### src/core/fdcpw_pkg.sv
package fdcpw_pkg;

    // Clock rate used to turn times into cycle counts
    localparam int CLK_MHZ = 125;

    // Host-visible register offsets; rate-select write shares the status read
    localparam logic [2:0] OFS_SRB  = 3'h1;
    localparam logic [2:0] OFS_DOR  = 3'h2;
    localparam logic [2:0] OFS_TDR  = 3'h3;
    localparam logic [2:0] OFS_MSR  = 3'h4;
    localparam logic [2:0] OFS_DSR  = 3'h4;
    localparam logic [2:0] OFS_FIFO = 3'h5;
    localparam logic [2:0] OFS_DIR  = 3'h7;

    // Reset and fixed register values
    localparam logic [7:0] MSR_READY = 8'h80;
    localparam logic [7:0] MSR_BUSY  = 8'h00;
    localparam logic [7:0] DOR_RST   = 8'h00;
    localparam logic [7:0] TDR_RST   = 8'h00;
    localparam logic [7:0] ZERO_BYTE = 8'h00;

    // Field positions
    localparam int DOR_SEL_LSB  = 0;
    localparam int DOR_NRST_BIT = 2;
    localparam int DOR_GATE_BIT = 3;
    localparam int DOR_MOT_LSB  = 4;
    localparam int TDR_TAPE_LSB = 0;
    localparam int TDR_BOOT_LSB = 2;
    localparam int DSR_PD_BIT   = 6;
    localparam int DSR_SWR_BIT  = 7;
    localparam int SRB_PD_BIT   = 7;
    localparam int SRB_IDLE_BIT = 6;
    localparam int DIR_PD_BIT   = 1;
    localparam int DIR_IDLE_BIT = 2;

    // Drive remap codes
    localparam logic [1:0] BOOT_IDENT  = 2'h0;
    localparam logic [1:0] BOOT_SWAP01 = 2'h1;
    localparam logic [1:0] BOOT_SWAP02 = 2'h2;
    localparam logic [1:0] TAPE_NONE   = 2'h0;

    // Timing
    localparam int WAKE_NS      = 10000;
    localparam int INIT_IRQ_NS  = 2000;
    localparam int MIN_PWRUP_US = 500;
    localparam int WAKE_CYC     = (WAKE_NS * CLK_MHZ + 999) / 1000;
    localparam int INIT_CYC     = (INIT_IRQ_NS * CLK_MHZ + 999) / 1000;
    localparam int MIN_PWRUP_CYC_DFLT = MIN_PWRUP_US * CLK_MHZ;
    localparam int CNT_W        = 17;

    typedef struct packed {
        logic       cs_n;
        logic       rd_n;
        logic       wr_n;
        logic       dack_n;
        logic [2:0] addr;
        logic [7:0] data;
    } fdcpw_bus_t;

    typedef struct packed {
        logic [3:0] sel;
        logic [3:0] mot;
    } fdcpw_drv_t;

    typedef enum logic [2:0] {
        ST_INIT,
        ST_ACTIVE,
        ST_AUTO_PD,
        ST_WAKE,
        ST_DSR_PD
    } fdcpw_state_t;

    localparam fdcpw_bus_t BUS_IDLE = '{cs_n: 1'b1, rd_n: 1'b1,
        wr_n: 1'b1, dack_n: 1'b1, addr: 3'h0, data: 8'h00};

endpackage : fdcpw_pkg

### src/core/fdcpw_power_wake.sv
// How it works
// - Any reset out of either powerdown reinitialises, then interrupts later.
// - Automatic powerdown keeps the main status register at 80H.
// - Powerdown and idle flags readable in aux status B or input register.
// - Idle pin high while idle, forced low by the quiet mask.
// - Leaving rate-select powerdown resets the device and drops old status.
// - Rate-select powerdown holds host_transfer_ready set.
// - Software or hardware reset wakes from rate-select powerdown.
// - A status read in automatic powerdown starts wake-up.
// - While waking, status reads 80H until a command byte is taken.
// - No command after wake: run minimum power-up timer, then sleep again.
// - Byte during recovery is held, ready flag drops, executed once awake.
// - Byte written without status read also wakes and is held.
// - Motor enable write wakes with ready flag kept high.
// - Powerdown pin stops the oscillator in hardware.
// - Drive select bits decode one-hot; motor bits go undecoded through the same remap.
// - Remap code swaps drives: none, 0 with 1, 0 with 2.
// - Tape choice compares virtual drive number; zero never selects tape.
// - Hardware reset clears the drive control register to 00H.
// - With DMA gate set, acknowledge plus strobe acts as chip select.
`timescale 1ns/1ps
module fdcpw_power_wake
    import fdcpw_pkg::*;
#(
    parameter int MIN_PWRUP_CYC = MIN_PWRUP_CYC_DFLT
) (
    input  wire logic       clk_sys,
    input  wire logic       reset_n,
    input  wire fdcpw_bus_t host_bus,
    input  wire logic       osc_stop_pin,
    input  wire logic       auto_pd_en,
    input  wire logic       quiet_indicator_mask,
    input  wire logic       flag_view,
    input  wire logic       core_idle,
    input  wire logic [7:0] core_msr,
    output logic      [7:0] host_data_out_ff,
    output logic            host_data_oe_ff,
    output logic            int_cs_ff,
    output logic            irq_ff,
    output logic            idle_pin_ff,
    output logic            osc_stop_ff,
    output logic            core_rst_ff,
    output logic      [7:0] cmd_byte_ff,
    output logic            cmd_valid_ff,
    output logic            auto_pd_ff,
    output logic            dsr_pd_ff,
    output fdcpw_drv_t      drv_pins_ff,
    output logic            tape_mode_ff
);

    fdcpw_bus_t   bus_s;
    logic         osc_s;
    fdcpw_state_t st_ff;
    fdcpw_state_t nxt_st;
    logic [CNT_W-1:0] cnt_ff;
    logic [CNT_W-1:0] nxt_cnt;
    logic [7:0]   drive_control_register_ff;
    logic [7:0]   tape_drive_register_ff;
    logic         held_ff;
    logic         rd_prev_ff;
    logic         wr_prev_ff;
    logic         rd_act;
    logic         wr_act;
    logic         cs_int;
    logic         dma_acc;
    logic [2:0]   acc_addr;
    logic         rd_go;
    logic         wr_go;
    logic         msr_rd;
    logic         fifo_wr;
    logic         dor_wr;
    logic         tdr_wr;
    logic         dsr_wr;
    logic         motor_wake;
    logic         sw_rst;
    logic         dsr_pd_req;
    logic         init_done;
    logic         in_pd;
    logic         idle_now;
    logic [7:0]   main_status_register;
    logic [7:0]   rd_val;
    fdcpw_drv_t   map_pins;
    logic         map_tape;

    function automatic logic hit(input logic go,
                                 input logic [2:0] a,
                                 input logic [2:0] ofs);
        return go && (a == ofs);
    endfunction : hit

    // Bus pins come from another domain; strobes need three clocks of width
    fdcpw_sync #(
        .W    ($bits(fdcpw_bus_t) + 1),
        .INIT ({BUS_IDLE, 1'b0})
    ) u_sync (
        .clk_sys (clk_sys),
        .reset_n (reset_n),
        .d       ({host_bus, osc_stop_pin}),
        .q       ({bus_s, osc_s})
    );

    assign rd_act  = ~bus_s.rd_n;
    assign wr_act  = ~bus_s.wr_n;
    assign cs_int  = ~bus_s.cs_n ||
                     (drive_control_register_ff[DOR_GATE_BIT] &&
                      ~bus_s.dack_n && (rd_act || wr_act));
    assign dma_acc = bus_s.cs_n && cs_int;
    assign acc_addr = dma_acc ? OFS_FIFO : bus_s.addr;
    assign rd_go   = rd_act && !rd_prev_ff && cs_int;
    assign wr_go   = wr_act && !wr_prev_ff && cs_int;

    assign msr_rd  = hit(rd_go, acc_addr, OFS_MSR);
    assign fifo_wr = hit(wr_go, acc_addr, OFS_FIFO);
    assign dor_wr  = hit(wr_go, acc_addr, OFS_DOR);
    assign tdr_wr  = hit(wr_go, acc_addr, OFS_TDR);
    assign dsr_wr  = hit(wr_go, acc_addr, OFS_DSR);

    assign motor_wake = dor_wr && (bus_s.data[7:DOR_MOT_LSB] != 4'h0);
    assign sw_rst = (dor_wr && !bus_s.data[DOR_NRST_BIT]) ||
                    (dsr_wr && bus_s.data[DSR_SWR_BIT]);
    assign dsr_pd_req = dsr_wr && bus_s.data[DSR_PD_BIT];
    assign init_done  = (st_ff == ST_INIT) && (cnt_ff == '0);
    assign in_pd      = (st_ff == ST_AUTO_PD) || (st_ff == ST_DSR_PD);
    assign idle_now   = (st_ff == ST_AUTO_PD) ||
                        ((st_ff == ST_ACTIVE) && core_idle && !held_ff);

    always_ff @(posedge clk_sys) begin
        if (!reset_n) begin
            rd_prev_ff <= 1'b0;
            wr_prev_ff <= 1'b0;
        end else begin
            rd_prev_ff <= rd_act;
            wr_prev_ff <= wr_act;
        end
    end

    // Power state and its shared timer
    always_comb begin
        nxt_st  = st_ff;
        nxt_cnt = cnt_ff;
        if (sw_rst) begin
            nxt_st  = ST_INIT;
            nxt_cnt = CNT_W'(INIT_CYC);
        end else begin
            case (st_ff)
                ST_INIT: begin
                    if (cnt_ff == '0) begin
                        nxt_st  = ST_ACTIVE;
                        nxt_cnt = CNT_W'(MIN_PWRUP_CYC);
                    end else begin
                        nxt_cnt = cnt_ff - 1'b1;
                    end
                end
                ST_ACTIVE: begin
                    if (dsr_pd_req) begin
                        nxt_st = ST_DSR_PD;
                    end else if (fifo_wr || msr_rd || motor_wake ||
                                 !core_idle) begin
                        nxt_cnt = CNT_W'(MIN_PWRUP_CYC);
                    end else if (cnt_ff != '0) begin
                        nxt_cnt = cnt_ff - 1'b1;
                    end else if (auto_pd_en) begin
                        nxt_st = ST_AUTO_PD;
                    end
                end
                ST_AUTO_PD: begin
                    if (msr_rd || fifo_wr || motor_wake) begin
                        nxt_st  = ST_WAKE;
                        nxt_cnt = CNT_W'(WAKE_CYC);
                    end
                end
                ST_WAKE: begin
                    if (cnt_ff == '0) begin
                        nxt_st  = ST_ACTIVE;
                        nxt_cnt = CNT_W'(MIN_PWRUP_CYC);
                    end else begin
                        nxt_cnt = cnt_ff - 1'b1;
                    end
                end
                // Only a reset leaves this state
                ST_DSR_PD: nxt_st = ST_DSR_PD;
                default: begin
                    nxt_st  = ST_INIT;
                    nxt_cnt = CNT_W'(INIT_CYC);
                end
            endcase
        end
    end

    always_ff @(posedge clk_sys) begin
        if (!reset_n) begin
            st_ff  <= ST_INIT;
            cnt_ff <= CNT_W'(INIT_CYC);
        end else begin
            st_ff  <= nxt_st;
            cnt_ff <= nxt_cnt;
        end
    end

    // Command byte path: straight through when awake, parked while waking
    always_ff @(posedge clk_sys) begin
        if (!reset_n) begin
            held_ff      <= 1'b0;
            cmd_byte_ff  <= ZERO_BYTE;
            cmd_valid_ff <= 1'b0;
        end else begin
            cmd_valid_ff <= 1'b0;
            if (sw_rst) begin
                held_ff <= 1'b0;
            end else if (fifo_wr && !held_ff &&
                         (st_ff == ST_ACTIVE)) begin
                cmd_byte_ff  <= bus_s.data;
                cmd_valid_ff <= 1'b1;
            end else if (fifo_wr && !held_ff &&
                         (st_ff == ST_AUTO_PD ||
                          st_ff == ST_WAKE)) begin
                cmd_byte_ff <= bus_s.data;
                held_ff     <= 1'b1;
            end else if (held_ff && (st_ff == ST_WAKE) &&
                         (cnt_ff == '0)) begin
                cmd_valid_ff <= 1'b1;
                held_ff      <= 1'b0;
            end
        end
    end

    // Status seen by the host
    always_comb begin
        case (st_ff)
            ST_AUTO_PD: main_status_register = MSR_READY;
            ST_DSR_PD:  main_status_register = MSR_READY;
            ST_WAKE:    main_status_register =
                            held_ff ? MSR_BUSY : MSR_READY;
            ST_INIT:    main_status_register = MSR_BUSY;
            ST_ACTIVE:  main_status_register = core_msr;
            default:    main_status_register = MSR_BUSY;
        endcase
    end

    always_comb begin
        rd_val = ZERO_BYTE;
        case (acc_addr)
            OFS_SRB: if (!flag_view) begin
                rd_val[SRB_PD_BIT]   = in_pd;
                rd_val[SRB_IDLE_BIT] = idle_now;
            end
            OFS_DIR: if (flag_view) begin
                rd_val[DIR_PD_BIT]   = in_pd;
                rd_val[DIR_IDLE_BIT] = idle_now;
            end
            OFS_DOR: rd_val = drive_control_register_ff;
            OFS_TDR: rd_val = tape_drive_register_ff;
            OFS_MSR: rd_val = main_status_register;
            default: rd_val = ZERO_BYTE;
        endcase
    end

    always_ff @(posedge clk_sys) begin
        if (!reset_n) begin
            host_data_out_ff <= ZERO_BYTE;
            host_data_oe_ff  <= 1'b0;
            int_cs_ff        <= 1'b0;
        end else begin
            if (rd_go) begin
                host_data_out_ff <= rd_val;
            end
            // Drive lags the strobe by the synchroniser depth plus this register
            host_data_oe_ff <= rd_act && cs_int;
            int_cs_ff       <= cs_int;
        end
    end

    // Software-written registers
    always_ff @(posedge clk_sys) begin
        if (!reset_n) begin
            drive_control_register_ff <= DOR_RST;
            tape_drive_register_ff    <= TDR_RST;
        end else begin
            if (dor_wr) begin
                drive_control_register_ff <= bus_s.data;
            end
            if (tdr_wr) begin
                tape_drive_register_ff <= bus_s.data;
            end
        end
    end

    fdcpw_drive_map u_map (
        .drv_num               (drive_control_register_ff[DOR_SEL_LSB +: 2]),
        .virtual_motor_enables (drive_control_register_ff[DOR_MOT_LSB +: 4]),
        .startup_drive_remap   (tape_drive_register_ff[TDR_BOOT_LSB +: 2]),
        .tape_unit_choice      (tape_drive_register_ff[TDR_TAPE_LSB +: 2]),
        .pins                  (map_pins),
        .tape_mode             (map_tape)
    );

    // Interrupt raised once initialisation has run; a command byte clears it
    always_ff @(posedge clk_sys) begin
        if (!reset_n) begin
            irq_ff <= 1'b0;
        end else if (init_done) begin
            irq_ff <= 1'b1;
        end else if (fifo_wr || (st_ff == ST_INIT)) begin
            irq_ff <= 1'b0;
        end
    end

    always_ff @(posedge clk_sys) begin
        if (!reset_n) begin
            core_rst_ff  <= 1'b1;
            idle_pin_ff  <= 1'b0;
            osc_stop_ff  <= 1'b0;
            auto_pd_ff   <= 1'b0;
            dsr_pd_ff    <= 1'b0;
            drv_pins_ff  <= '0;
            tape_mode_ff <= 1'b0;
        end else begin
            core_rst_ff  <= (nxt_st == ST_INIT);
            idle_pin_ff  <= idle_now && !quiet_indicator_mask;
            osc_stop_ff  <= osc_s;
            auto_pd_ff   <= (nxt_st == ST_AUTO_PD);
            dsr_pd_ff    <= (nxt_st == ST_DSR_PD);
            drv_pins_ff  <= map_pins;
            tape_mode_ff <= map_tape;
        end
    end

endmodule : fdcpw_power_wake

### src/core/fdcpw_sync.sv
`timescale 1ns/1ps
module fdcpw_sync
    import fdcpw_pkg::*;
#(
    parameter int             W    = 1,
    parameter logic [W-1:0]   INIT = '0
) (
    input  wire logic         clk_sys,
    input  wire logic         reset_n,
    input  wire logic [W-1:0] d,
    output logic      [W-1:0] q
);

    logic [W-1:0] meta_ff;
    logic [W-1:0] q_ff;

    always_ff @(posedge clk_sys) begin
        if (!reset_n) begin
            meta_ff <= INIT;
            q_ff    <= INIT;
        end else begin
            meta_ff <= d;
            q_ff    <= meta_ff;
        end
    end

    assign q = q_ff;

endmodule : fdcpw_sync

### src/core/fdcpw_drive_map.sv
`timescale 1ns/1ps
module fdcpw_drive_map
    import fdcpw_pkg::*;
(
    input  wire logic [1:0] drv_num,
    input  wire logic [3:0] virtual_motor_enables,
    input  wire logic [1:0] startup_drive_remap,
    input  wire logic [1:0] tape_unit_choice,
    output fdcpw_drv_t      pins,
    output logic            tape_mode
);

    logic [3:0] virtual_drive_selects;

    // Physical index that carries a given virtual drive
    function automatic logic [1:0] phys_of(input logic [1:0] v,
                                           input logic [1:0] code);
        logic [1:0] p;
        p = v;
        case (code)
            BOOT_SWAP01: if (v < 2'd2) p = {1'b0, ~v[0]};
            BOOT_SWAP02: if (v == 2'd0) p = 2'd2;
                         else if (v == 2'd2) p = 2'd0;
            default:     p = v;
        endcase
        return p;
    endfunction : phys_of

    always_comb begin
        virtual_drive_selects = 4'h0;
        virtual_drive_selects[drv_num] = 1'b1;
        pins.sel = 4'h0;
        pins.mot = 4'h0;
        for (int i = 0; i < 4; i++) begin
            pins.sel[phys_of(2'(i), startup_drive_remap)] =
                virtual_drive_selects[i];
            pins.mot[phys_of(2'(i), startup_drive_remap)] =
                virtual_motor_enables[i];
        end
        // Compared on the virtual number; a choice of zero is excluded, so it never hits
        tape_mode = (tape_unit_choice != TAPE_NONE) &&
                    (tape_unit_choice == drv_num);
    end

endmodule : fdcpw_drive_map

### config.mk
export PLATFORM = sky130hd
export DESIGN_NAME = fdcpw_power_wake
export DESIGN_NICKNAME = d
export VERILOG_FILES = /design/src/core/fdcpw_pkg.sv /design/src/core/fdcpw_power_wake.sv /design/src/core/fdcpw_sync.sv /design/src/core/fdcpw_drive_map.sv
export SDC_FILE = /design/constraint.sdc
export NUM_CORES = 1
export LEC_CHECK = 0
export ABC_AREA = 1
export BUFFER_PORTS_ARGS = -buffer_cell sky130_fd_sc_hd__buf_2
export CAP_MARGIN = 20
export CORE_UTILIZATION = 60
export CTS_BUF_LIST = sky130_fd_sc_hd__clkbuf_8
export CTS_CLUSTER_SIZE = 10
export DETAILED_ROUTE_END_ITERATION = 8
export MAX_ROUTING_LAYER = met4
export PLACE_DENSITY_LB_ADDON = 0.1
export SYNTH_ARGS = -nofsm -noshare
export SYNTH_HDL_FRONTEND = slang
export SYNTH_SLANG_ARGS = --single-unit
### constraint.sdc
create_clock -name clk_sys -period 2.3 [get_ports clk_sys]
set_input_delay 0 -clock clk_sys [delete_from_list [all_inputs] [get_ports clk_sys]]
set_output_delay 0 -clock clk_sys [all_outputs]
set_load 0.05 [all_outputs]
==> results of run 1 <==
## cell usage in the layout (no fill, tap or decap), drive strengths merged, types with 6 or more instances in the layout
cell and instances:
ha 6, buf 70, nand3b 7, nand4 7, inv 95, nor3 11
or2 9, nand3 58, nand2 169, clkbuf 9, a21oi 54, nor2 68
xor2 9, dlygate4sd3 20, dfxtp 105, o21ai 38
## what timing repair did
action	4_1_cts	5_1_grt
hold buffers	20	0
setup buffers	0	0
endpoints found under the hold margin	22	0
## logic make-up (layout without fill, tap and decap cells)
| group | Yosys count | in the layout | synth area share, % |
|---|---|---|---|
| AO/OA/AOI/OAI | 105 | 105 | 11.9 |
| adder cells (fa/ha/maj) | 6 | 6 | 1.50 |
| buffers and inverters | 113 | 197 | 9.57 |
| XOR/XNOR | 14 | 14 | 2.45 |
| flip-flops | 105 | 105 | 42.1 |
| AND/OR/NAND/NOR | 330 | 330 | 32.5 |
## metal layers
| layer | vias up | share of wire [%] |
|---|---|---|
| met5 | - | 0 |
| li1 | 2304 | - |
| met3 | 23 | 6.0 |
| met4 | 0 | 2.0 |
| met1 | 2014 | 49 |
| met2 | 168 | 43 |
## worst reg2reg max path, stage by stage (launching register included)
cell and delay [ns]:
dfxtp_1 0.35, inv_1 0.13, nand3_1 0.10, nor2_1 0.28, inv_1 0.07, nand2_1 0.08, nand3_1 0.11, nor2_2 0.43
nand3_1 0.13, nand2_1 0.09, nand2_1 0.07, nor2_1 0.13, nor2_1 0.06
## through the flow
| stage | cell area, um^2 | power (mW) | utilization (%) | cells |
|---|---|---|---|---|
| after CTS | 5750 | 3.51 | 73.0 | 859 |
| final | 5750 | 3.50 | 73.0 | 859 |
| after floorplan | 4990 | 2.29 | - | 673 |
| after global routing | 5750 | 3.66 | 73.0 | 859 |
| after detailed placement | 5360 | 2.40 | 67.9 | 823 |
| after global placement | 5360 | 2.39 | 67.9 | 823 |
## state kept, by name (all words and copies together) (netlist names), 3 cells and up
register,flops
cnt_ff,17
u_sync.q,16
drive_control_register_ff,8
tape_drive_register_ff,8
st_ff,3
host_data_out_ff,8
cmd_byte_ff,8
u_sync.meta_ff,16
drv_pins_ff,8
## worst max path at each step
stage	endpoint	slack (ns)	cells past startpoint
after floorplan	cnt_ff[1]	0.52	12
after CTS	core_rst_ff	0.25	11
final	core_rst_ff	0.20	12
after global placement	core_rst_ff	0.33	12
after detailed placement	core_rst_ff	0.27	11
after global routing	core_rst_ff	0.01	12
## area by class of cell
class	count	area, um^2	share of cell area [%]
Clock buffer	9	124	2.15
Clock inverter	7	71.3	1.24
Inverter	91	347	6.02
Multi-Input combinational cell	455	2410	42.0
Sequential cell	105	2100	36.5
Tap cell	102	128	2.22
Timing Repair Buffer	90	568	9.87
## power by group through the flow
stage | combinational, mW | clock (mW) | sequential, mW
global placement | 0.421 | 0 | 1.97
finish | 0.460 | 1.11 | 1.93
global route | 0.520 | 1.20 | 1.94
floorplan | 0.315 | 0 | 1.97
detailed placement | 0.429 | 0 | 1.97
CTS | 0.456 | 1.13 | 1.93
==> key figures, run 1 <==
Timing
  – Final-report setup violation count: 0
  – RSZ-0062 raised after global routing: no
  – Period minus WS final: 2.10 ns
  – PnR worst setup slack: slightly above 0.2 ns
  – Final hold vios: 0
  – Slew Viols, Final: 0
  – Fin Setup TNS: 0 ns
  – Worst-Margin Slew: between 0.5 and 0.6 ns
  – Fin crit share: 91.2%
  – Slew HR: 65.3%
  – Clock Skew: about 0.013 ns
  – Fmax: 477 MHz
  – Hold slack: 0.00377 ns

Clocking
  – Worst skew pair latency: 0.37 ns
  – TritonCTS clock tree: yes
  – Clk buf depth: 2
  – H-tree depth: 3
  – Cts bufs inserted: 9
  – Root Buffer: clkbuf_8
  – Clk sink count: 105
  – Clk pin slew, worst setup/hold paths: around 0.11 ns
  – Post-cts sizing count: 0

GRT
  – Total gr overflow: 0
  – Met1 GRT Util: between 30% and 40%
  – Most Crowded Layer GR: met2
  – Initial antenna violation count: 0
  – Global-route wire length before repair: 18700 um
  – Met2 global-route usage: a little over two fifths
  – Grt met3 use: between 4 and 5%
  – Largest net degree at the start of global routing: 26
  – Vias in the first global route: 4004
  – Overall Global Routing Usage: 28.3%

Worst setup path
  – Slowest CP cell: nor2_2
  – Crit path max-delay family: simple AND/OR/NAND/NOR gates
  – CP Data Required Time: 2.58 ns
  – CP startpoint kind: flop
  – Crit-path cells: inv_1, nand3_1, nor2_1, inv_1, nand2_1, nand3_1, nor2_2, nand3_1, nand2_1, nand2_1, nor2_1, nor2_1
  – Slowest Stage Delay on Critical Path: 0.43 ns
  – Buf/Inv on CP: 2
  – Critical path origin: u_sync.q[7]
  – Cells on worst reg2reg path: 12
  – Reg2reg setup slack: roughly 0.20 ns
  – Reg2Reg Capture Point: core_rst_ff
  – Crit Path Max Fanout: 12
  – CP endpoint kind: flop
  – R2r startpoint: u_sync.q[7]
  – Worst path arrival time: ~2.4 ns
  – Critical path class: flop to flop

Run status
  – Status: completed

Hold path
  – Hold_sp: core_msr[3]
  – Hold EP: host_data_out_ff[3]
  – WHS Path Cells: 5
  – Tightest Hold Check Type: input pin to flop

Placement
  – IO buf count: 63
  – Final HPWL DP: 8380 um
  – Dpl ws: between 0.2 and 0.3 ns
  – Routability Congestion: 0.900

Synthesis
  – Synth Net Count: 709
  – Avg Inst Size Synth: 7.42 um^2
  – Sequential share of the synthesized area: 42.1%
  – Synth Cell Area: between 0.004 and 0.005 mm^2
  – Synth top area share: a little over two fifths
  – Synth top cells by count: nand2_1 (148), dfxtp_1 (105), inv_1 (79)
  – Synth area leader: dfxtp_1
  – Async S/R FF share, synth: 0%
  – Synth cell types: 44
  – Most common cell in the netlist: nand2_1
  – Largest cells by area after synthesis: dfxtp_1 (42%), nand2_1 (11%), inv_1 (5.9%), nand3_1 (5.5%), a21oi_1 (4.9%)
  – Primary FF master, synth: dfxtp_1
  – Number of synthesized register bits: 105
  – Synth Instances: between 600 and 700
  – Synth Warn #: 0
  – EDFF count, synth: 0

Power
  – Max VDD drop: around 0.00047 V
  – Leakage: 2.85 nW
  – P_sw: approximately 1 mW
  – Logic pwr share: 13.1%
  – PD cells: 608 mW/mm^2
  – Net Sw Frac: between 20% and 30%
  – P_int: 2.49 mW
  – Reg power frac: 55.1%
  – Clock share of power: between 30% and 40%

Route
  – Initial DRC count: around 240
  – Final WL: 11400 um
  – DR vias: 4509
  – DRC: 0
  – Vias per inst: between 5 and 6
  – WL/cell: 13.3 um
  – DR pass1 iterations: 4
  – Antenna Nets Post-Route: 0

Floorplanning
  – Io pins: 64
  – Die Span X: between 90 and 100 um
  – Starting Density: 63.3%
  – Cell Rows: 32
  – Die Y-Extent: a little over 90 um
  – Die area: 0.00869 mm^2
  – Core Region: about 0.0079 mm^2

Layout
  – Antenna diode count: 0
  – Layout area overhead: 15.2%
  – # fillers: between 600 and 700
  – # nets final: 788
  – Layout cells sized above 1: 19.7%

Run
  – Max-Cap Viols: 0
Power figures use the tool's default switching activity.
==> run 2, diff against run 1 <==
ABC_AREA = unset   (was 1)
CORE_UTILIZATION = 59   (was 60)
==> run 2 against run 1 <==
Effect of this change: the flow now finishes with violations (negative setup slack); sequential share of layout area rose by 0.80 points; global-route usage grew 1.1 points; register-to-register slack worse by 0.21 ns; critical path depth down 5; cell count fell by 16%; highest routed layer unchanged; area after synthesis decreased by 8.1%; maximum frequency fell by 9.0%; critical endpoint is now cnt_ff[7]; clock power is 5% higher; via count shrank 6.6%; synthesized cell count is 23% lower; routed wire length is 3.4% higher.
==> key figures, run 2 <==
Run status
  – Status: finished, violations left
  – Violated checks: negative setup slack

Layout
  – # nets final: 654
  – Antenna diode count: 0
  – Layout area overhead: 22.9%
  – Most frequent cells in the layout: dfxtp_1 (102), buf_2 (63), nor2_1 (44), nand2_1 (43), buf_4 (33)
  – Largest Register: cnt_ff
  – Max reg flops: 17
  – Most common cell after layout, fill and taps aside: dfxtp_1
  – Final Util: between 70% and 80%
  – Layout cells sized above 1: between 20% and 30%

Clocking
  – H-tree depth: 3
  – Cts bufs inserted: 9
  – Root Buffer: clkbuf_8
  – Clk pin slew, worst setup/hold paths: 0.11 ns
  – TritonCTS clock tree: yes
  – Clk buf depth: 2
  – Worst skew pair latency: 0.38 ns
  – Clk sink count: between 100 and 150

Hold path
  – Tightest Hold Check Type: input pin to flop
  – WHS Path Cells: 4
  – Hold EP: host_data_out_ff[4]
  – Hold_sp: core_msr[4]

Synthesis
  – Synth cell types: 67
  – Avg Inst Size Synth: 8.84 um^2
  – Synth Warn #: 0
  – Synth Instances: 519
  – Synth top cells by count: dfxtp_1 (105), nor2_1 (45), nand2_1 (43)
  – Synth Cell Area: around 0.0046 mm^2
  – Synth area leader: dfxtp_1
  – Most common cell in the netlist: dfxtp_1
  – EDFF count, synth: 0
  – Sequential share of the synthesized area: between 40 and 50%
  – Primary FF master, synth: dfxtp_1
  – Number of synthesized register bits: 105
  – Largest cells by area after synthesis: dfxtp_1 (46%), mux2i_1 (3.9%), and2_1 (3.8%), nor2_1 (3.7%), nand2_1 (3.5%)
  – Async S/R FF share, synth: 0%
  – Synth top area share: between 40% and 50%
  – Synth Net Count: between 500 and 600

Floorplanning
  – Core Region: 0.00737 mm^2
  – Starting Density: roughly 62%
  – Die Span X: 90.2 um
  – Cell Rows: 31
  – Io pins: 64
  – Die Y-Extent: 90.2 um
  – Die area: 0.00814 mm^2

Timing
  – Worst-Margin Slew: 0.772 ns
  – PnR worst setup slack: -0.00455 ns
  – Final-report setup violation count: 1
  – Clock Skew: 0.0155 ns
  – Slew Viols, Final: 0
  – RSZ-0062 raised after global routing: yes
  – Fmax: 434 MHz
  – Slew HR: 48.1%
  – Period minus WS final: 2.30 ns
  – Final hold vios: 0
  – Fin crit share: 100%

Route
  – DRC: 0
  – Antenna Nets Post-Route: 0
  – DR vias: 4210
  – WL/cell: 16.3 um
  – Vias per inst: a little under 6
  – Initial DRC count: 388
  – DR pass1 iterations: 5
  – Final WL: 11800 um

Worst setup path
  – CP Data Required Time: 2.57 ns
  – Reg2reg setup slack: -0.005 ns
  – Crit-path most repeated cell: buf_6
  – Slowest Stage Delay on Critical Path: 0.53 ns
  – Critical path origin: cnt_ff[8]
  – Crit Path Max Fanout: 8
  – Crit-path cells: or4_4, and4b_2, buf_6, a31oi_4, o31a_1, buf_6, a221o_1
  – Worst path arrival time: 2.57 ns
  – Critical path class: flop to flop
  – R2r startpoint: cnt_ff[8]
  – CP startpoint kind: flop
  – Cells on worst reg2reg path: 7
  – CP endpoint kind: flop
  – Reg2Reg Capture Point: cnt_ff[7]
  – Slowest CP cell: or4_4

Power
  – Design Power: 3.25 mW
  – Leakage: roughly 2.3 nW
  – PD cells: between 500 and 600 mW/mm^2
  – Max VDD drop: 0.000499 V

Placement
  – Final HPWL DP: 8170 um
  – IO buf count: 63
  – Routability Congestion: 0.888

GRT
  – Overall Global Routing Usage: around 29%
  – Largest net degree at the start of global routing: 29
  – Vias in the first global route: 3852
  – Global-route wire length before repair: around 19000 um
  – Initial antenna violation count: 0
  – Total gr overflow: 0

Run
  – Max-Cap Viols: 0
-- run 2: cell count changes after synthesis, sizes merged, moves of 22 or more --
cell / delta
nand2: -126
inv: -81
nand3: -41
and2: +28
nor2: -23
a21oi: -22
-- run 2: cell type report --
class / instances / area, um^2
Inverter: 11 / 41.3
Clock buffer: 9 / 124
Timing Repair Buffer: 121 / 818
Fill cell: 525 / 1730
Tap cell: 99 / 124
Multi-Input combinational cell: 370 / 2340
Clock inverter: 7 / 85.1
Sequential cell: 105 / 2110
-- run 2: what timing repair did --
action / in CTS / in global routing
resized for setup: 2 / 16
setup buffers: 0 / 2
hold buffers: 21 / 0
hold endpoints to repair: 23 / 0
pin swaps: 0 / 2
setup endpoints to repair: 1 / 10
-- run 2: report_power, final --
group          total [mW]  switching (mW)  internal, mW
logic               0.207           0.109        0.0985
registers            1.88          0.0264          1.86
clock network        1.16           0.725         0.440
-- run 2: metrics by stage --
step | worst slack (ns) | instance area (um^2) | std cells | setup TNS, ns | hold slack (ns)
after global placement | 0.0588 | 5150 | 683 | 0 | 0.167
after global routing | -0.0473 | 5640 | 722 | -0.139 | 0.110
after CTS | 0.0174 | 5570 | 720 | 0 | 0.0824
after floorplan | 0.00424 | 4590 | 519 | 0 | 0.0793
after detailed placement | -0.0316 | 5150 | 683 | -0.0316 | 0.167
final | -0.00455 | 5640 | 722 | -0.00455 | 0.0821
-- run 2: worst max-delay path by stage --
stage,end,slack [ns]
after floorplan,cnt_ff[3],0.004
after global placement,cnt_ff[15],0.06
after detailed placement,cnt_ff[15],-0.03
after CTS,cnt_ff[15],0.02
after global routing,cnt_ff[7],-0.05
final,cnt_ff[7],-0.005
-- run 2: cell families (layout without fill, tap and decap cells) --
logic type                 count (synthesis)  after routing  synth area share [%]
and+or+nand+nor                          216            216                  24.6
adders and majority gates                  6              6                  1.64
xor gates and xnor gates                   4              4                 0.763
DFF                                      105            105                  45.8
muxes                                     19             19                  4.17
AOI/OAI and AO/OA                        125            125                  19.0
buffers and inverters                     44            148                  4.03
-- run 2: layer usage --
layer / vias to the layer above / part of all wire [%] / global-route usage [%]
li1: 2059 / - / -
met1: 1955 / 46 / 39.0
met2: 176 / 46 / 45.8
met3: 20 / 6.5 / 6.01
met4: 0 / 1.5 / 8.20
met5: - / 0 / -
-- run 2: worst max-delay path, delay by kind of cell, from the launching register on --
kind / cells / cell delay, ns
AO/OA/AOI/OAI: 3 / 0.74
buffers and inverters: 2 / 0.26
flip-flops: 1 / 0.34
AND/OR/NAND/NOR: 2 / 0.86
